==> src/smi_misc_params.svh <==
`ifndef SMI_MISC_PARAMS_SVH
`define SMI_MISC_PARAMS_SVH

// register indices; byte address is four times the index
`define IDX_SMI_GATE_FOUR    8'h19
`define IDX_SMI_GATE_FIVE    8'h1a
`define IDX_SMI_GATE_SIX     8'h1b
`define IDX_MISC_EDGE_STATUS 8'h1c
`define IDX_FORCE_DISK       8'h1e
`define IDX_FLOPPY_RATE      8'h1f
`define IDX_IRQ_STATUS_FOUR  8'h30
`define IDX_IRQ_STATUS_FIVE  8'h31
`define IDX_IRQ_STATUS_SIX   8'h32
`define IDX_IRQ_CLEAR_FOUR   8'h34
`define IDX_IRQ_CLEAR_FIVE   8'h35
`define IDX_IRQ_CLEAR_SIX    8'h36
`define IDX_PIN_CTRL         8'h38

// reset values
`define RST_SMI_GATE         8'h00
`define RST_MISC_EDGE        8'h00
`define RST_FORCE_DISK       8'h03
`define RST_FLOPPY_RATE      8'h02
`define RST_PIN_CTRL         8'h00

// field layouts
`define MISC_EDGE_MASK       8'h3f
`define FORCE_DISK_MASK      8'h03
`define FLOPPY_RATE_MASK     8'hdf
`define PIN_CTRL_MASK        8'h03
`define PIN_CTRL_ENABLE      0
`define PIN_CTRL_PUSH_PULL   1
`define FORCE_DRIVE0         0
`define FORCE_DRIVE1         1

// bus answers
`define RESP_OKAY            2'b00
`define RESP_DECERR          2'b11

// settle count reached after reset; pin filters report edges one cycle later
`define SYNC_SETTLE          2'd3

`endif

==> src/smi_misc_pkg.sv <==
package smi_misc_pkg;

	// read channel sequencing
	typedef enum logic [0:0] {
		rd_idle = 1'b0,
		rd_data = 1'b1
	} rd_state_e;

	// one eight-bit register
	typedef logic [7:0] reg_byte_t;

endpackage

==> src/smi_enable_misc_status_regs.sv <==
// Decided for this implementation: the AXI4-Lite slave port.
`timescale 1ns/100ps
`include "smi_misc_params.svh"

// Functional notes
// gate four routes pins 30-33,41,tach,43,61
// gate five routes pins 50-57 in order
// gate six routes pins 10-17 in order
// misc bits 0-5 set on either edge
// writing one clears misc bit, zero keeps
// misc bits 7:6 read zero
// software only sets force-change bits
// step with drive select clears force bit
// disk change flag combines selects, forces, input
// forced bit makes selected drive show change
// force bit0 drive 0, bit1 drive 1
// force bits 7:2 read zero
// read-only shadow mirrors floppy rate setting
// pin floats while pin enable is off
// irq is OR of enabled set status
// pin inputs synchronised before edge detection
module smi_enable_misc_status_regs
	import smi_misc_pkg::*;
#(
	parameter int ADDR_W = 12
) (
	input  wire logic              aclk,
	input  wire logic              aresetn,
	input  wire logic [ADDR_W-1:0] awaddr,
	input  wire logic              awvalid,
	output logic                   awready,
	input  wire logic [31:0]       wdata,
	input  wire logic [3:0]        wstrb,
	input  wire logic              wvalid,
	output logic                   wready,
	output logic [1:0]             bresp,
	output logic                   bvalid,
	input  wire logic              bready,
	input  wire logic [ADDR_W-1:0] araddr,
	input  wire logic              arvalid,
	output logic                   arready,
	output logic [31:0]            rdata,
	output logic [1:0]             rresp,
	output logic                   rvalid,
	input  wire logic              rready,
	input  wire logic [6:0]        gp_group_four_in,
	input  wire logic              fan_speed_pulse_in,
	input  wire logic [7:0]        gp_group_five_in,
	input  wire logic [7:0]        gp_group_one_in,
	input  wire logic [5:0]        edge_pin_in,
	input  wire logic              head_step_strobe,
	input  wire logic              drive0_select,
	input  wire logic              drive1_select,
	input  wire logic              disk_change_input,
	input  wire logic [7:0]        floppy_rate_in,
	output logic                   disk_change_flag,
	output logic                   shared_mgmt_irq,
	output logic                   mgmt_irq_pin_out,
	output logic                   mgmt_irq_pin_oe
);

	localparam int PIN_W = 30;               // 24 gated sources plus 6 edge pins

	// word address to register index
	function automatic logic [7:0] reg_index(input logic [ADDR_W-1:0] a);
		reg_index = a[9:2];
	endfunction
	// true when an index names a register of this block
	function automatic logic is_mapped(input logic [7:0] idx);
		case (idx)
			`IDX_SMI_GATE_FOUR, `IDX_SMI_GATE_FIVE, `IDX_SMI_GATE_SIX,
			`IDX_MISC_EDGE_STATUS, `IDX_FORCE_DISK, `IDX_FLOPPY_RATE,
			`IDX_IRQ_STATUS_FOUR, `IDX_IRQ_STATUS_FIVE, `IDX_IRQ_STATUS_SIX,
			`IDX_IRQ_CLEAR_FOUR, `IDX_IRQ_CLEAR_FIVE, `IDX_IRQ_CLEAR_SIX,
			`IDX_PIN_CTRL: is_mapped = 1'b1;
			default: is_mapped = 1'b0;
		endcase
	endfunction

	// registers seen by software
	reg_byte_t          smi_gate_four;        // enables for the group-four sources
	reg_byte_t          smi_gate_five;        // enables for pins 50-57
	reg_byte_t          smi_gate_six;         // enables for pins 10-17
	reg_byte_t          misc_edge_status;     // either-edge flags, low six bits used
	reg_byte_t          force_disk_change;    // forced disk change per drive
	reg_byte_t          floppy_rate_shadow;   // copy of the floppy rate setting
	reg_byte_t          pin_ctrl;             // pin enable and buffer type
	logic [23:0]        irq_status;           // sticky source events, six:five:four
	// write channel holding state
	logic [ADDR_W-1:0]  awaddr_q;             // captured write address
	logic               aw_held;              // address waiting for its data
	logic [7:0]         wdata_q;              // low lane of captured data
	logic               wlane_q;              // low lane strobe captured
	logic               w_held;               // data waiting for its address
	logic               wr_fire;              // both halves present, commit now
	logic [7:0]         wr_idx;               // index of the committed write
	logic               wr_lane0;             // commit that touches the low lane
	// read channel state
	rd_state_e          rd_state;             // idle or presenting data
	// pin synchroniser and filter
	logic [PIN_W-1:0]   raw_pins;             // all asynchronous pin inputs
	logic [PIN_W-1:0]   sync1;                // first stage, read only by sync2
	logic [PIN_W-1:0]   sync2;                // second stage
	logic [PIN_W-1:0]   sync3;                // third stage
	logic [PIN_W-1:0]   filt;                 // accepted pin level
	logic [PIN_W-1:0]   pin_change;           // accepted change this cycle
	logic [PIN_W-1:0]   pin_rise;             // accepted rise this cycle
	logic [1:0]         settle_cnt;           // cycles since reset release
	logic               primed;               // filter trusted for edges
	// decoded clear effects of bus writes and head steps
	logic [23:0]        irq_clear;            // one-cycle clear of status bits
	logic [7:0]         misc_clear;           // one-cycle clear of misc flags
	logic [1:0]         force_hw_clear;       // step with select, per drive
	// register image returned on a read
	logic [31:0]        rd_word;
	logic [7:0]         rd_idx;

	// gather pins; bit 5 of the group-four slot is the tachometer
	assign raw_pins = {edge_pin_in, gp_group_one_in, gp_group_five_in,
		gp_group_four_in[6:5], fan_speed_pulse_in, gp_group_four_in[4:0]};

	// three-stage synchroniser on every pin input
	always_ff @(posedge aclk) begin
		if (!aresetn) begin
			{sync1, sync2, sync3} <= '0;
		end else begin
			{sync3, sync2, sync1} <= {sync2, sync1, raw_pins};
		end
	end

	// hold edge reporting off until the stages carry real pin levels
	always_ff @(posedge aclk) begin
		if (!aresetn) begin
			settle_cnt <= 2'd0;
			primed     <= 1'b0;
		end else if (settle_cnt != `SYNC_SETTLE) begin
			settle_cnt <= settle_cnt + 2'd1;
		end else begin
			primed <= 1'b1;
		end
	end

	// a change counts only once stages two and three agree
	generate
		for (genvar gi = 0; gi < PIN_W; gi++) begin : g_filter
			assign pin_change[gi] = primed && (sync2[gi] == sync3[gi])
				&& (sync3[gi] != filt[gi]);
			assign pin_rise[gi] = pin_change[gi] && sync3[gi];

			// accepted level; loaded directly while settling
			always_ff @(posedge aclk) begin
				if (!aresetn) begin
					filt[gi] <= 1'b0;
				end else if (!primed || (sync2[gi] == sync3[gi])) begin
					filt[gi] <= sync3[gi];
				end
			end
		end
	endgenerate

	// write address channel; ready drops on the taking edge
	always_ff @(posedge aclk) begin
		if (!aresetn) begin
			awready  <= 1'b0;
			aw_held  <= 1'b0;
			awaddr_q <= '0;
		end else if (awvalid && awready) begin
			awready  <= 1'b0;
			aw_held  <= 1'b1;
			awaddr_q <= awaddr;
		end else if (wr_fire) begin
			aw_held <= 1'b0;
		end else if (!aw_held && !bvalid) begin
			awready <= 1'b1;
		end
	end

	// write data channel; only the low lane carries register bits
	always_ff @(posedge aclk) begin
		if (!aresetn) begin
			wready  <= 1'b0;
			w_held  <= 1'b0;
			wdata_q <= 8'h00;
			wlane_q <= 1'b0;
		end else if (wvalid && wready) begin
			wready  <= 1'b0;
			w_held  <= 1'b1;
			wdata_q <= wdata[7:0];
			wlane_q <= wstrb[0];
		end else if (wr_fire) begin
			w_held <= 1'b0;
		end else if (!w_held && !bvalid) begin
			wready <= 1'b1;
		end
	end

	assign wr_fire  = aw_held && w_held && !bvalid;
	assign wr_idx   = reg_index(awaddr_q);
	assign wr_lane0 = wr_fire && wlane_q;
	// write response; unmapped addresses answer with a decode error
	always_ff @(posedge aclk) begin
		if (!aresetn) begin
			bvalid <= 1'b0;
			bresp  <= `RESP_OKAY;
		end else if (wr_fire) begin
			bvalid <= 1'b1;
			bresp  <= is_mapped(wr_idx) ? `RESP_OKAY : `RESP_DECERR;
		end else if (bready) begin
			bvalid <= 1'b0;
		end
	end

	// plain read-write enables and pin control
	always_ff @(posedge aclk) begin
		if (!aresetn) begin
			smi_gate_four <= `RST_SMI_GATE;
			smi_gate_five <= `RST_SMI_GATE;
			smi_gate_six  <= `RST_SMI_GATE;
			pin_ctrl      <= `RST_PIN_CTRL;
		end else if (wr_lane0) begin
			case (wr_idx)
				`IDX_SMI_GATE_FOUR: smi_gate_four <= wdata_q;
				`IDX_SMI_GATE_FIVE: smi_gate_five <= wdata_q;
				`IDX_SMI_GATE_SIX:  smi_gate_six <= wdata_q;
				`IDX_PIN_CTRL:      pin_ctrl <= wdata_q & `PIN_CTRL_MASK;
				default: ;
			endcase
		end
	end

	// clear strobes decoded from the committed write
	always_comb begin
		irq_clear  = 24'h000000;
		misc_clear = 8'h00;
		if (wr_lane0) begin
			case (wr_idx)
				`IDX_IRQ_CLEAR_FOUR:   irq_clear[7:0] = wdata_q;
				`IDX_IRQ_CLEAR_FIVE:   irq_clear[15:8] = wdata_q;
				`IDX_IRQ_CLEAR_SIX:    irq_clear[23:16] = wdata_q;
				`IDX_MISC_EDGE_STATUS: misc_clear = wdata_q & `MISC_EDGE_MASK;
				default: ;
			endcase
		end
	end

	// sticky source status; a rise in the clearing cycle still sets
	always_ff @(posedge aclk) begin
		if (!aresetn) begin
			irq_status <= 24'h000000;
		end else begin
			irq_status <= (irq_status & ~irq_clear) | pin_rise[23:0];
		end
	end

	// either-edge flags; set beats a simultaneous clear
	always_ff @(posedge aclk) begin
		if (!aresetn) begin
			misc_edge_status <= `RST_MISC_EDGE;
		end else begin
			misc_edge_status <= ((misc_edge_status & ~misc_clear)
				| {2'b00, pin_change[29:24]}) & `MISC_EDGE_MASK;
		end
	end

	// head step on a selected drive ends that drive's forced change
	assign force_hw_clear = {2{head_step_strobe}} & {drive1_select, drive0_select};
	// software may only set; a same-cycle software set outlives the step clear
	always_ff @(posedge aclk) begin
		if (!aresetn) begin
			force_disk_change <= `RST_FORCE_DISK;
		end else begin
			force_disk_change <= ((force_disk_change & ~{6'h00, force_hw_clear})
				| ((wr_lane0 && wr_idx == `IDX_FORCE_DISK) ? wdata_q : 8'h00))
				& `FORCE_DISK_MASK;
		end
	end

	// disk change seen by the floppy input register
	always_ff @(posedge aclk) begin
		if (!aresetn) begin
			disk_change_flag <= 1'b0;
		end else begin
			disk_change_flag <= (drive0_select && force_disk_change[`FORCE_DRIVE0])
				|| (drive1_select && force_disk_change[`FORCE_DRIVE1])
				|| disk_change_input;
		end
	end

	// shadow copy; bus writes never reach it
	always_ff @(posedge aclk) begin
		if (!aresetn) begin
			floppy_rate_shadow <= `RST_FLOPPY_RATE;
		end else begin
			floppy_rate_shadow <= floppy_rate_in & `FLOPPY_RATE_MASK;
		end
	end
	// interrupt is the OR of every enabled set status bit
	always_ff @(posedge aclk) begin
		if (!aresetn) begin
			shared_mgmt_irq <= 1'b0;
		end else begin
			shared_mgmt_irq <= |(irq_status
				& {smi_gate_six, smi_gate_five, smi_gate_four});
		end
	end
	// active-low pin; open drain only pulls while asserted
	always_ff @(posedge aclk) begin
		if (!aresetn) begin
			mgmt_irq_pin_out <= 1'b1;
			mgmt_irq_pin_oe  <= 1'b0;
		end else begin
			mgmt_irq_pin_out <= !shared_mgmt_irq;
			mgmt_irq_pin_oe  <= pin_ctrl[`PIN_CTRL_ENABLE]
				&& (pin_ctrl[`PIN_CTRL_PUSH_PULL] || shared_mgmt_irq);
		end
	end

	// read image; clear registers read as zero
	assign rd_idx = reg_index(araddr);
	always_comb begin
		rd_word = 32'h00000000;
		case (rd_idx)
			`IDX_SMI_GATE_FOUR:    rd_word[7:0] = smi_gate_four;
			`IDX_SMI_GATE_FIVE:    rd_word[7:0] = smi_gate_five;
			`IDX_SMI_GATE_SIX:     rd_word[7:0] = smi_gate_six;
			`IDX_MISC_EDGE_STATUS: rd_word[7:0] = misc_edge_status;
			`IDX_FORCE_DISK:       rd_word[7:0] = force_disk_change;
			`IDX_FLOPPY_RATE:      rd_word[7:0] = floppy_rate_shadow;
			`IDX_IRQ_STATUS_FOUR:  rd_word[7:0] = irq_status[7:0];
			`IDX_IRQ_STATUS_FIVE:  rd_word[7:0] = irq_status[15:8];
			`IDX_IRQ_STATUS_SIX:   rd_word[7:0] = irq_status[23:16];
			`IDX_PIN_CTRL:         rd_word[7:0] = pin_ctrl;
			default:               rd_word = 32'h00000000;
		endcase
	end

	// read channel; data is captured on the address edge
	always_ff @(posedge aclk) begin
		if (!aresetn) begin
			rd_state <= rd_idle;
			arready  <= 1'b0;
			rvalid   <= 1'b0;
			rdata    <= 32'h00000000;
			rresp    <= `RESP_OKAY;
		end else begin
			case (rd_state)
				rd_idle: begin
					if (arvalid && arready) begin
						arready  <= 1'b0;
						rvalid   <= 1'b1;
						rdata    <= rd_word;
						rresp    <= is_mapped(rd_idx) ? `RESP_OKAY : `RESP_DECERR;
						rd_state <= rd_data;
					end else begin
						arready <= 1'b1;
					end
				end
				rd_data: begin
					// hold until the master takes it
					if (rready) begin
						rvalid   <= 1'b0;
						rd_state <= rd_idle;
					end
				end
				default: rd_state <= rd_idle;
			endcase
		end
	end

endmodule

==> config.mk <==
export PLATFORM = sky130hd
export DESIGN_NAME = smi_enable_misc_status_regs
export DESIGN_NICKNAME = d
export VERILOG_FILES = /design/src/smi_misc_pkg.sv /design/src/smi_enable_misc_status_regs.sv
export VERILOG_INCLUDE_DIRS = /design/src
export SDC_FILE = /design/constraint.sdc
export NUM_CORES = 1
export LEC_CHECK = 0
export BUFFER_PORTS_ARGS = -buffer_cell sky130_fd_sc_hd__buf_2
export CAP_MARGIN = 20
export CORE_ASPECT_RATIO = 1.1
export CORE_MARGIN = 2
export CORE_UTILIZATION = 56
export DETAILED_ROUTE_END_ITERATION = 16
export PLACE_DENSITY = 0.84
export SLEW_MARGIN = 30
export SYNTH_ARGS = -nofsm -noshare
export SYNTH_HDL_FRONTEND = slang
export SYNTH_SLANG_ARGS = --single-unit
==> constraint.sdc <==
create_clock -name aclk -period 2.3 [get_ports aclk]
set_input_delay 0.23 -clock aclk [delete_from_list [all_inputs] [get_ports aclk]]
set_output_delay 0.23 -clock aclk [all_outputs]
set_load 0.01 [all_outputs]
# After elaboration in Yosys (flattened, before gate mapping)
# Memories as Yosys holds them, arrays and structs flattened. A register that Yosys moved wholly into a read port is not among the register bits.
# Cells that the tools add are included.
# W data, S select, Z words.
dict set report word_totals {
  mem_count 2
  output_inout_bits 45
  ramBits 0
  word_cells 342
  regBits 232
  rom_bits 128
  latchBits 0
}
dict set report classes {
  mul 0
  n_shift 0
  n_mux 31
  n_eq_ne 82
  n_addsub 1
  div 0
  n_lt_le_gt_ge 0
  n_reduce_logical 150
  n_bitwise 14
}
# memory depth width rd rd_clocked_by_memory_dff wr line
set mem_list {}
lappend mem_list {{(name not given)} 64 1 1 0 0 smi_enable_misc_status_regs.sv:70} ;# case (idx)
lappend mem_list {{(name not given)} 64 1 1 1 0 smi_enable_misc_status_regs.sv:70}
# operator n
set op_table {}
lappend op_table {{$logic_and A1 B1 Y1} 96}
lappend op_table {{$eq A8 B5 Y1 const B} 11}
lappend op_table {{$pmux W8 S10} 1}
lappend op_table {{$eq A8 B6 Y1 const B} 8}
lappend op_table {{$and A24 B24 Y24} 2}
lappend op_table {{$logic_or A1 B1 Y1} 33}
lappend op_table {{$eq A1 B1 Y1} 30}
lappend op_table {{$ne A1 B1 Y1} 30}
lappend op_table {{$mux W24} 1}
lappend op_table {{$mux W6} 4}
lappend op_table {{$mux W8} 3}
lappend op_table {{$not A24 Y24} 1}
lappend op_table {{$or A24 B24 Y24} 1}
lappend op_table {{$reduce_or A24 Y1} 1}
lappend op_table {{$mux W1} 17}
lappend op_table {{$reduce_and A2 Y1} 8}
lappend op_table {{$and A6 B6 Y6} 1}
lappend op_table {{$mux W2} 3}
lappend op_table {{$ne A2 B2 Y1 const B} 3}
lappend op_table {{$not A6 Y6} 1}
lappend op_table {{$or A6 B6 Y6} 1}
lappend op_table {{$reduce_bool A2 Y1} 3}
lappend op_table {{$logic_not A1 Y1} 5}
lappend op_table {{$and A2 B2 Y2} 2}
lappend op_table {{other kinds (7)} 12}

# Longest topological paths before layout
# Gate-level depths: netlist of the first run.
dict set report logic_depth {
  depth_word 7
  mapped_depth 7
  depth_no_buf 5
}

# Worst setup path after synthesis of the first run
# Ideal clock, no wire load.
dict set report synth_timing {
  path_kind {register to register}
  from {reg bvalid}
  to {reg smi_gate_six[0]}
  path_buffers 2
  arrival_ns 1.583
  path_stages_with_launch 8
  period_less_slack_ns 1.710
  path_slack_ns 0.590
  cell_sequence {dfxtp_1 -> and4b_1 -> buf_2 -> and4b_1 -> buf_2 -> nand3_2 -> mux2i_1 -> nor2_1}
}
dict set report synth_via {
  elab_chain_len 4
}
# item line
set synth_rtl {}
lappend synth_rtl {{start: declaration} smi_enable_misc_status_regs.sv:37} ;# output logic bvalid,
lappend synth_rtl {{start signal: assignment} smi_enable_misc_status_regs.sv:203} ;# bvalid <= 1'b0;
lappend synth_rtl {{start signal: assignment} smi_enable_misc_status_regs.sv:206} ;# bvalid <= 1'b1;
lappend synth_rtl {{start signal: assignment} smi_enable_misc_status_regs.sv:209} ;# bvalid <= 1'b0;
lappend synth_rtl {{$logic_not A1 Y1} smi_enable_misc_status_regs.sv:197} ;# assign wr_fire = aw_held && w_held && !bvalid;
lappend synth_rtl {{$logic_and A1 B1 Y1} smi_enable_misc_status_regs.sv:197}
lappend synth_rtl {{$logic_and A1 B1 Y1} smi_enable_misc_status_regs.sv:199} ;# assign wr_lane0 = wr_fire && wlane_q;
lappend synth_rtl {{$reduce_and A2 Y1 (no source line)} n/a}
lappend synth_rtl {{end signal: assignment} smi_enable_misc_status_regs.sv:218} ;# smi_gate_six <= `RST_SMI_GATE;
lappend synth_rtl {{end signal: assignment} smi_enable_misc_status_regs.sv:224} ;# `IDX_SMI_GATE_SIX: smi_gate_six <= wdata_q;
lappend synth_rtl {{end: declaration} smi_enable_misc_status_regs.sv:83} ;# reg_byte_t smi_gate_six;
# Every way passes these cells.
# A chain may end at the register's enable or synchronous reset.

# Worst setup path in the final report of the first run
dict set report layout_timing {
  from {reg awaddr_q[4]}
  to {reg smi_gate_six[4]}
}
dict set report layout_via {
  elab_chain_len 2
}
# item line
set layout_rtl {}
lappend layout_rtl {{start: declaration} smi_enable_misc_status_regs.sv:90} ;# logic [ADDR_W-1:0] awaddr_q;
lappend layout_rtl {{start signal: assignment} smi_enable_misc_status_regs.sv:170} ;# awaddr_q <= awaddr;
lappend layout_rtl {{$eq A8 B5 Y1} smi_enable_misc_status_regs.sv:221} ;# case (wr_idx)
lappend layout_rtl {{$reduce_and A2 Y1 (no source line)} n/a}
# Every way passes these cells.

==> results of run 1 <==
-- worst register-to-register path, stage by stage (launching register included) --
cell	delay [ps]
dfxtp_1	350
nor4b_1	360
and4b_1	450
nand3_2	310
mux2i_1	250
nor2_1	50
-- metal layers --
| layer | part of all wire [%] | global-route usage [%] | vias to the layer above |
|---|---|---|---|
| met5 | 0 | 0 | - |
| met4 | 3.2 | 9.49 | 0 |
| met3 | 5.8 | 4.22 | 49 |
| met2 | 50 | 45.5 | 266 |
| met1 | 41 | 31.2 | 3580 |
| li1 | - | - | 3734 |
-- synth_stat cells, types with 3 or more instances --
library cell	count
nand3b_1	16
a21o_1	17
nand2_1	116
nand2b_1	3
and2_1	113
o21ai_0	90
a21oi_1	114
mux2_2	6
nand4_1	11
buf_1	5
nor2_1	38
a22oi_1	22
nor3_1	12
clkbuf_1	42
nand4b_1	11
o22ai_1	5
inv_1	10
buf_4	26
nand3_1	36
dfxtp_1	228
a211oi_1	5
nor2b_1	13
nor3b_1	4
a221oi_1	3
mux2i_1	16
buf_2	8
-- power by group through the flow --
stage	Combinational, W	Clock [W]	Sequential [W]
finish	0.000580	0.00339	0.00417
global route	0.000642	0.00363	0.00418
CTS	0.000573	0.00345	0.00417
detailed placement	0.000498	0	0.00425
global placement	0.000485	0	0.00425
floorplan	0.000369	0	0.00422
-- sequential cells by signal, summed over array words and instances, names as in the netlist, 2 cells and up, named ones only --
register / count
smi_gate_six: 8
smi_gate_five: 8
floppy_rate_shadow: 7
rdata: 8
sync1: 30
sync2: 30
wdata_q: 8
smi_gate_four: 8
pin_ctrl: 2
irq_status: 24
awaddr_q: 8
sync3: 30
filt: 30
force_disk_change: 2
misc_edge_status: 6
settle_cnt: 2
-- metrics by stage --
step                      setup WS [ps]  area [µm²]
after floorplan                     590        9070
after global placement              420        9550
after detailed placement            364        9550
after CTS                           421       10800
after global routing                291       10800
final                               407       10800
-- timing repair --
| item | 4_1_cts | 5_1_grt |
|---|---|---|
| endpoints found under the hold margin | 54 | 0 |
| endpoints found under the setup margin | 0 | 0 |
| hold buffers | 55 | 0 |
| setup buffers | 0 | 0 |
-- kinds of logic (layout without fill, tap and decap cells) --
kind of cell	count (synthesis)	count (layout)	synth area share [%]
AND/OR/NAND/NOR	386	386	23.0
AO/OA/AOI/OAI	277	277	17.8
flip-flops	228	228	50.8
buffers and inverters	94	218	5.29
multiplexers	22	22	2.54
adder cells (fa/ha/maj)	2	2	0.265
XOR/XNOR	2	2	0.195
other	1	24	0.0418
-- cell usage in the layout, fill, tap and decap left out, types with 3 or more instances in the layout --
master and count:
dfxtp_1 228, nand3b_1 16, nor3b_1 4, o21ai_0 90, a21o_1 17, mux2_2 6, inv_1 10, a221oi_1 3
clkbuf_8 3, buf_2 93, buf_4 24, a21oi_1 114, a22oi_1 22, nor2b_1 13, nor2_1 38, nand2_1 116
mux2i_1 16, a211oi_1 5, nand2b_1 3, dlygate4sd3_1 55, conb_1 24, and2_1 113, clkbuf_1 6, o22ai_1 5
nor3_1 12, nand3_1 36, nand4b_1 11, clkbuf_16 23, nand4_1 11
-- area by class of cell --
type	count	area, µm²
well taps	200	250
clock inverters	2	35.0
fillers	1157	4900
flip-flops and latches	228	4560
clock buffers	32	639
repair buffers	173	1220
multi-input cells	713	4030
inverters	11	42.5
-- final timing paths --
kind	start	endpoint	slack, ps	depth (start not counted)
worst max-delay path	awaddr_q[4]$_SDFFE_PN0N_	smi_gate_six[4]$_SDFFE_PN0P_	410	5
worst min-delay path	wdata[2]	wdata_q[2]$_SDFFE_PN0P_	30	3
worst max register to register	awaddr_q[4]$_SDFFE_PN0N_	smi_gate_six[4]$_SDFFE_PN0P_	410	5
worst min register to register	shared_mgmt_irq$_SDFF_PN0_	mgmt_irq_pin_out$_SDFF_PN1_	410	1
==> impl_results.md, run 1 <==
- Startpoint Class: flip-flop
- Avg Cell Area, Syn: ~8.9 µm²
- Via density: 5.61
- DRT Wirelength: 22.0 mm
- Status: completed
- Total Power: 0.00814 W
- Wire per inst: 16.2 µm
- Clk buf depth: 3
- GRT Resource Usage Total: 25.5%
- Clock network fraction of total power: 41.7%
- CP delay by family, top: simple AND/OR/NAND/NOR gates
- Final worst path period need: between 1500 and 2000 ps
- DP HPWL: 14.7 mm
- Leakage power: ~4.2 nW
- Total CTS buffers: 22
- Switching portion of total power: 21.9%
- Area Growth Syn to Fin: 20.0%
- Drt initial violations: 608
- RSZ-0062 raised after global routing: no
- Part of the power in combinational logic: 7.1%
- Clock Skew: 21.5 ps
- Cell with the largest stage delay on the worst path: and4b_1
- Final hold viol count: 0
- I/O pins: 154
- ANT cells: 0
- Crit Path Max Fanout: 9
- Synth async-reset ratio: 0%
- Final Max Slew Viols: 0
- GRT overflow: 0
- Non-filler instance count after layout: 1359
- Chip Width: 125 µm
- Worst hold margin: 33.7 ps
- H-tree Lvls: 1
- # DRC: 0
- Hold Crit Class: input pin to flip-flop
- Worst-margin pin slew: about 670 ps
- Share of the synthesized area in the top cell type: 50.8%
- Core area: 0.0157 mm²
- PortBufs: 93
- DIE AREA: 0.0171 mm²
- RD Place Congestion: ~0.94
- CP bufs+invs: 0
- Endpoint class of the critical path: flip-flop
- Dominant synthesized flop cell: dfxtp_1
- First-pass GRT wire length: roughly 36 mm
- Synth area leader: dfxtp_1
- Die Span Y: roughly 140 µm
- Cell Pwr Density: 756 mW/mm²
- Top cells by area, synth: dfxtp_1, and2_1, a21oi_1, o21ai_0, nand2_1
- Antenna violations before repair: 0
- Fin util: 68.7%
- Final period util: 82.3%
- Part of the power in registers: between 50% and 60%
- Max-slew headroom: 55.6%
- Critical-path cell list: nor4b_1 -> and4b_1 -> nand3_2 -> mux2i_1 -> nor2_1
- Critical path class: flip-flop to flip-flop
- Clk slew on worst S/H paths: 60 ps
- Max-cap violations: 0
- Worst Path Required: 2690 ps
- PostCTS Resize Cnt: 0
- Synthesized cell area: 0.00898 mm²
- Seq/Total Area, Yosys: about half
- Clock sinks: 228
- Largest net degree at the start of global routing: 95
- Switching power: 0.00179 W
- Vias in the first global route: 7233
- Slowest cell delay on critical path: 450 ps
- Arrival time worst endpoint: 2280 ps
- Cell variety after synth: a little under 60
- Std cell rows: 48
- Initial Util: 57.3%
- Root Driver: clkbuf_16
- Synth Instances: 1012
- Setup violations, final: 0
- Peak supply drop: 0.561 mV
- Clk_lat worst skew: around 500 ps
- DR vias: 7629
- Pre-Repair DR Iteration Count: 5
- Seq cells post-synth: around 230
- Post-detailed-route count of antenna-violating nets: 0
- Cell Int Power: 0.00636 W
- Placed Cells: between 1000 and 1500
- Fin nets: between 1000 and 1500
- Yosys warns: 0
- Setup_tns: 0 ps
- Share of layout cells above drive strength 1: 13.9%
- Post-synth EDFFs: 0
- CTS tree: done
- Fmax achieved: 528 MHz
Power figures use the tool's default switching activity.
==> run 2, diff against run 1 <==
clock period = 2 ns   (was 2.3 ns; I/O delays follow)
==> run 2 against run 1 <==
Sequential cell count unchanged. Non-clock buffer count is 12 higher. Clock power increased by 23%.
==> impl_results.md, run 2 (synthesized netlist as in run 1, its figures left out) <==
- DP HPWL: 14.3 mm (was 14.7 mm)
- Fmax achieved: 550 MHz (was 528 MHz)
- Most frequent cells in the layout: dfxtp_1, nand2_1, a21oi_1 (unchanged)
- Max-slew headroom: 55.1% (was 55.6%)
- Core area: 0.0157 mm² (unchanged)
- Final setup margin: 181 ps (was 407 ps)
- Worst Path Required: 2440 ps (was 2690 ps)
- Antenna violations before repair: 0 (unchanged)
- Met1 wire length: 9.05 mm (was 9.09 mm)
- Via density: 5.57 (was 5.61)
- Chip Width: 125 µm (unchanged)
- H-tree Lvls: 1 (unchanged)
- ANT cells: 0 (unchanged)
- CTS tree: done (unchanged)
- Arrival time worst endpoint: 2260 ps (was 2280 ps)
- Post-detailed-route count of antenna-violating nets: 0 (unchanged)
- Clk_lat worst skew: 510 ps (was 500 ps)
- Total CTS buffers: 23 (was 22)
- Clock sinks: 228 (unchanged)
- Final Max Slew Viols: 0 (unchanged)
- RSZ-0062 raised after global routing: no (unchanged)
- DRT Wirelength: 21.8 mm (was 22.0 mm)
- GRT overflow: 0 (unchanged)
- Std cell rows: 48 (unchanged)
- Fin nets: 1272 (was 1259)
- Vias in the first global route: 7453 (was 7233)
- First-pass GRT wire length: 35.6 mm (was 35.7 mm)
- Met3 routed WL: 1.23 mm (was 1.28 mm)
- Setup_tns: 0 ps (unchanged)
- Clock Skew: 8.08 ps (was 21.5 ps)
- # DRC: 0 (unchanged)
- Final worst path period need: 1820 ps (was 1890 ps)
- GRT Resource Usage Total: 25.3% (was 25.5%)
- Final period util: 91.0% (was 82.3%)
- CP bufs+invs: 2 (was 0)
- Cell with the largest stage delay on the worst path: nor4b_1 (was and4b_1)
- DIE AREA: 0.0171 mm² (unchanged)
- Critical path class: flip-flop to flip-flop (unchanged)
- DR top layer: met4 (unchanged)
- Cell Pwr Density: 878 mW/mm² (was 756 mW/mm²)
- Fillers: 1150 (was 1157)
- Hold Crit Class: input pin to flip-flop (unchanged)
- Drt initial violations: 655 (was 608)
- Clk slew on worst S/H paths: 60 ps (about the same)
- Pre-Repair DR Iteration Count: 5 (unchanged)
- Worst-margin pin slew: 674 ps (was 667 ps)
- Endpoint class of the critical path: flip-flop (unchanged)
- Dpl ws: 47.5 ps (was 364 ps)
- Share of layout cells above drive strength 1: 14.7% (was 13.9%)
- Root Driver: clkbuf_16 (unchanged)
- Worst hold margin: 14.8 ps (was 33.7 ps)
- Most common cell after layout, fill and taps aside: dfxtp_1 (unchanged)
- PortBufs: 93 (unchanged)
- I/O pins: 154 (unchanged)
- Leakage power: 4.33 nW (was 4.23 nW)
- Largest net degree at the start of global routing: 95 (unchanged)
- Crit Path Max Fanout: 11 (was 9)
- Wire per inst: 15.9 µm (was 16.2 µm)
- Die Span Y: 137 µm (unchanged)
- Initial Util: 57.3% (unchanged)
- Critical-path cell list: nor4b_1 -> and4b_2 -> buf_4 -> buf_4 -> nand3_1 -> a21oi_1 (was nor4b_1 -> and4b_1 -> nand3_2 -> mux2i_1 -> nor2_1)
- Most used cell, CP: buf_4
- Peak supply drop: 0.766 mV (was 0.561 mV)
- Area Growth Syn to Fin: 22.3% (was 20.0%)
- Startpoint Class: flip-flop (unchanged)
- DR vias: 7666 (was 7629)
- Slowest cell delay on critical path: 400 ps (was 450 ps)
- Status: completed (unchanged)
- Setup violations, final: 0 (unchanged)
- CP delay by family, top: simple AND/OR/NAND/NOR gates (unchanged)
- WL met2: 10.8 mm (was 10.9 mm)
- Clk buf depth: 3 (unchanged)
- RD Place Congestion: 1.00 (was 0.939)
- Max-cap violations: 0 (unchanged)
- Final hold viol count: 0 (unchanged)
[run 2: cell types whose count changed in the layout (fill, tap and decap cells not counted), sizes merged]
cell / change
clkinv: +1
clkbuf: +2
inv: +2
dlygate4sd3: +6
buf: +6
[run 2: layout make-up]
type | count | area (µm²) | area share, %
inverters | 11 | 42.5 | 0.387
well taps | 200 | 250 | 2.28
repair buffers | 185 | 1360 | 12.4
flip-flops and latches | 228 | 4560 | 41.6
clock inverters | 5 | 72.6 | 0.661
multi-input cells | 713 | 4030 | 36.7
clock buffers | 34 | 667 | 6.07
[run 2: worst register-to-register path, delay by kind of cell, from the launching register on]
family                 cells  cell delay, ps
AND/OR/NAND/NOR            3             880
flip-flops                 1             360
AO/OA/AOI/OAI              1             160
buffers and inverters      2             340
[run 2: stage by stage]
step	utilization, %	total power [W]	std cells	instance area (µm²)
finish	70.1	0.00965	1376	11000
CTS	69.9	0.00969	1372	11000
global placement	61.3	0.00546	1272	9600
detailed placement	61.3	0.00548	1272	9600
floorplan	-	0.00528	1035	9070
global route	70.1	0.0100	1376	11000
[run 2: final timing paths]
kind | start | to | slack, ps | depth (start not counted)
worst max register to register | awaddr_q[4]$_SDFFE_PN0N_ | smi_gate_five[3]$_SDFFE_PN0P_ | 180 | 6
worst min-delay path | drive1_select | force_disk_change[1]$_SDFF_PN1_ | 10 | 3
worst min register to register | flip-flop | bresp[0]$_SDFFE_PN0N_ | 430 | 1
worst max-delay path | awaddr_q[4]$_SDFFE_PN0N_ | smi_gate_five[3]$_SDFFE_PN0P_ | 180 | 6
[run 2: metal layers]
metal	up-vias	GRT usage [%]
met5	-	0
met4	0	8.36
met3	61	4.38
met2	246	45.4
met1	3590	31.2
li1	3769	-
[run 2: power by group]
part / internal [W] / switching (W) / total (W) / leakage [nW]
clock network: 0.00245 / 0.00171 / 0.00416 / 0.363
registers: 0.00469 / 0.000104 / 0.00479 / 1.86
logic: 0.000326 / 0.000370 / 0.000696 / 2.11
[run 2: timing repair]
action / 4_1_cts / 5_1_grt
endpoints found under the hold margin: 61 / 0
hold buffers: 61 / 0
resized for setup: 0 / 1
buffers inserted: 0 / 4
endpoints found under the setup margin: 0 / 9
==> run 3, diff against run 2 <==
--- a/config.mk
+++ b/config.mk
@@ -7,11 +7,11 @@
 export NUM_CORES = 1
 export LEC_CHECK = 0
-export BUFFER_PORTS_ARGS = -buffer_cell sky130_fd_sc_hd__buf_2
 export CAP_MARGIN = 20
 export CORE_ASPECT_RATIO = 1.1
 export CORE_MARGIN = 2
-export CORE_UTILIZATION = 56
+export CORE_UTILIZATION = 45
 export DETAILED_ROUTE_END_ITERATION = 16
-export PLACE_DENSITY = 0.84
+export DONT_BUFFER_PORTS = 1
+export PLACE_DENSITY = 0.64
 export SLEW_MARGIN = 30
 export SYNTH_ARGS = -nofsm -noshare
==> constraint.sdc (replaced) <==
create_clock -name aclk -period 2 [get_ports aclk]
set_input_delay 0.2 -clock aclk [delete_from_list [all_inputs] [get_ports aclk]]
set_output_delay 0.2 -clock aclk [all_outputs]
set_load 0.005 [all_outputs]
==> run 3 against run 2 <==
The run now ends with negative hold slack left. Power grew 1.3%. Non-clock buffer count shrank 103. Count of clock-buffer cells in the layout shrank 2. Sequential share of layout area grew 1.7 points. First-iteration DRC count shrank 17%. Die area grew 24%. Largest power group unchanged.
==> impl_results.md, run 3 (synthesized netlist as in run 1, its figures left out) <==
- Status: finished, violations left (was completed)
- Failing checks: negative hold slack
- Reg2reg path depth: 5 (was 6)
- Drt initial violations: 543 (was 655)
- Wire per inst: 16.2 µm (was 15.9 µm)
- Most frequent cells in the layout: dfxtp_1, nand2_1, a21oi_1 (unchanged)
- Initial Util: 45.5% (was 57.3%)
- Worst-margin pin slew: 848 ps (was 674 ps)
- First-pass GRT wire length: 34.0 mm (was 35.6 mm)
- Max-cap violations: 0 (unchanged)
- Non-filler instance count after layout: 1327 (was 1376)
- Hold Crit Class: input pin to flip-flop (unchanged)
- Final worst path period need: 1730 ps (was 1820 ps)
- Peak supply drop: 0.636 mV (was 0.766 mV)
- DP HPWL: 14.2 mm (was 14.3 mm)
- RD Place Congestion: 0.945 (was 1.00)
- Final instance area: 0.0106 mm² (was 0.0110 mm²)
- CTS tree: done (unchanged)
- Setup violations, final: 0 (unchanged)
- Clk_lat worst skew: 510 ps (about the same)
- DRT Wirelength: 21.5 mm (was 21.8 mm)
- Clk slew on worst S/H paths: 60 ps (about the same)
- Cell Pwr Density: 925 mW/mm² (was 878 mW/mm²)
- Worst Path Required: 2390 ps (was 2440 ps)
- Share of layout cells above drive strength 1: 6.51% (was 14.7%)
- Clk buf depth: 3 (unchanged)
- Std cell rows: 54 (was 48)
- Total CTS buffers: 24 (was 23)
- Post-cts hold buffer count: 67 (was 61)
- Final setup margin: 269 ps (was 181 ps)
- Critical path class: flip-flop to flip-flop (unchanged)
- Arrival time worst endpoint: 2120 ps (was 2260 ps)
- Fillers: 1840 (was 1150)
- Most common cell after layout, fill and taps aside: dfxtp_1 (unchanged)
- Fmax achieved: 578 MHz (was 550 MHz)
- PostCTS Resize Cnt: 0 (unchanged)
- H-tree Lvls: 1 (unchanged)
- DIE AREA: 0.0211 mm² (was 0.0171 mm²)
- GRT Resource Usage Total: 19.7% (was 25.3%)
- DR vias: 7108 (was 7666)
- FF+latch area: 0.00456 mm² (unchanged)
- Final period util: 86.5% (was 91.0%)
- Chip Width: 139 µm (was 125 µm)
- Max-slew headroom: 43.4% (was 55.1%)
- GRT overflow: 0 (unchanged)
- Setup_tns: 0 ps (unchanged)
- Part of the power in registers: 49.0% (was 49.7%)
- Switching portion of total power: 21.7% (was 22.6%)
- Clock sinks: 228 (unchanged)
- Placed Area: 0.00907 mm² (was 0.00960 mm²)
- Endpoint class of the critical path: flip-flop (unchanged)
- Clock Skew: 6.18 ps (was 8.08 ps)
- Via density: 5.36 (was 5.57)
- Startpoint Class: flip-flop (unchanged)
- Final Max Slew Viols: 0 (unchanged)
- RSZ-0062 raised after global routing: no (unchanged)
- # DRC: 0 (unchanged)
- I/O pins: 154 (unchanged)
- ANT cells: 0 (unchanged)
- Placed Cells: 1219 (was 1272)
- Fin nets: 1170 (was 1272)
- Root Driver: clkbuf_16 (unchanged)
- Post-detailed-route count of antenna-violating nets: 0 (unchanged)
- Part of the power in combinational logic: 5.5% (was 7.2%)
- Cell Int Power: 0.00765 W (was 0.00746 W)
- Multi-input logic area: 0.00403 mm² (about the same)
- Area Growth Syn to Fin: 17.6% (was 22.3%)
- Pre-Repair DR Iteration Count: 5 (unchanged)
- Hold depth: 2 (was 3)
- Die Span Y: 152 µm (was 137 µm)
- Clock network fraction of total power: 45.4% (was 43.1%)
- Worst hold margin: -11.9 ps (was 14.8 ps)
- PortBufs: 0 (was 93)
- Core area: 0.0197 mm² (was 0.0157 mm²)
- Vias in the first global route: 6565 (was 7453)
- Antenna violations before repair: 0 (unchanged)
- Final hold viol count: 1 (was 0)
- Largest net degree at the start of global routing: 105 (was 95)
- Switching power: 0.00212 W (was 0.00218 W)
- Crit Path Max Fanout: 8 (was 11)
- Dpl ws: 282 ps (was 47.5 ps)
- Leakage power: 3.92 nW (was 4.33 nW)
- Post-CTS Repair Setup Buffers: 0 (unchanged)
==> run 3: cell types whose count changed in the layout (fill, tap and decap cells not counted), moves of 3 or more <==
cell           previous run  this run
dlygate4sd3_1            61        66
buf_2                    93         0
clkinv_2                  2         7
buf_4                    27        14
buf_12                    4         1
clkbuf_1                  6         2
==> run 3: per-stage QoR <==
step | total power, W | util [%]
after global placement | 0.00528 | 46.0
after detailed placement | 0.00530 | 46.0
after CTS | 0.00989 | 53.5
after global routing | 0.0101 | 53.5
final | 0.00977 | 53.5
after floorplan | 0.00526 | -
==> run 3: cell type report <==
cell class / count / share of cell area [%]
Tap cell: 252 / 2.98
Clock inverter: 9 / 0.936
Multi-Input combinational cell: 713 / 38.1
Clock buffer: 32 / 6.64
Sequential cell: 228 / 43.2
Inverter: 11 / 0.403
Timing Repair Buffer: 82 / 7.70
==> run 3: power groups by stage <==
stage               logic, W  registers (W)  clock network (W)
floorplan           0.000413        0.00485                  0
global placement    0.000400        0.00488                  0
detailed placement  0.000407        0.00489                  0
CTS                 0.000543        0.00479            0.00456
global route        0.000605        0.00481            0.00473
finish              0.000540        0.00479            0.00444
==> run 3: metal layers <==
layer	track usage, %	wire length (µm)	vias up
li1	-	-	3558
met1	25.7	9610	3270
met2	31.8	9780	215
met3	4.12	1260	65
met4	8.32	850	0
met5	0	0	-
==> run 3: final timing paths <==
| kind | from | to | slack (ps) |
|---|---|---|---|
| max reg2reg | awaddr_q[4]$_SDFFE_PN0N_ | smi_gate_six[0]$_SDFFE_PN0P_ | 270 |
| min | aresetn | mgmt_irq_pin_out$_SDFF_PN1_ | -10 |
| min reg2reg | shared_mgmt_irq$_SDFF_PN0_ | mgmt_irq_pin_out$_SDFF_PN1_ | 430 |
| max | awaddr_q[4]$_SDFFE_PN0N_ | smi_gate_six[0]$_SDFFE_PN0P_ | 270 |
==> run 3: critical path, cell delays in order, from the launching register on <==
cell and delay, ps:
dfxtp_1 360, nor4b_1 370, and4b_1 330, nand3_2 270, mux2i_1 230, nor2_1 50
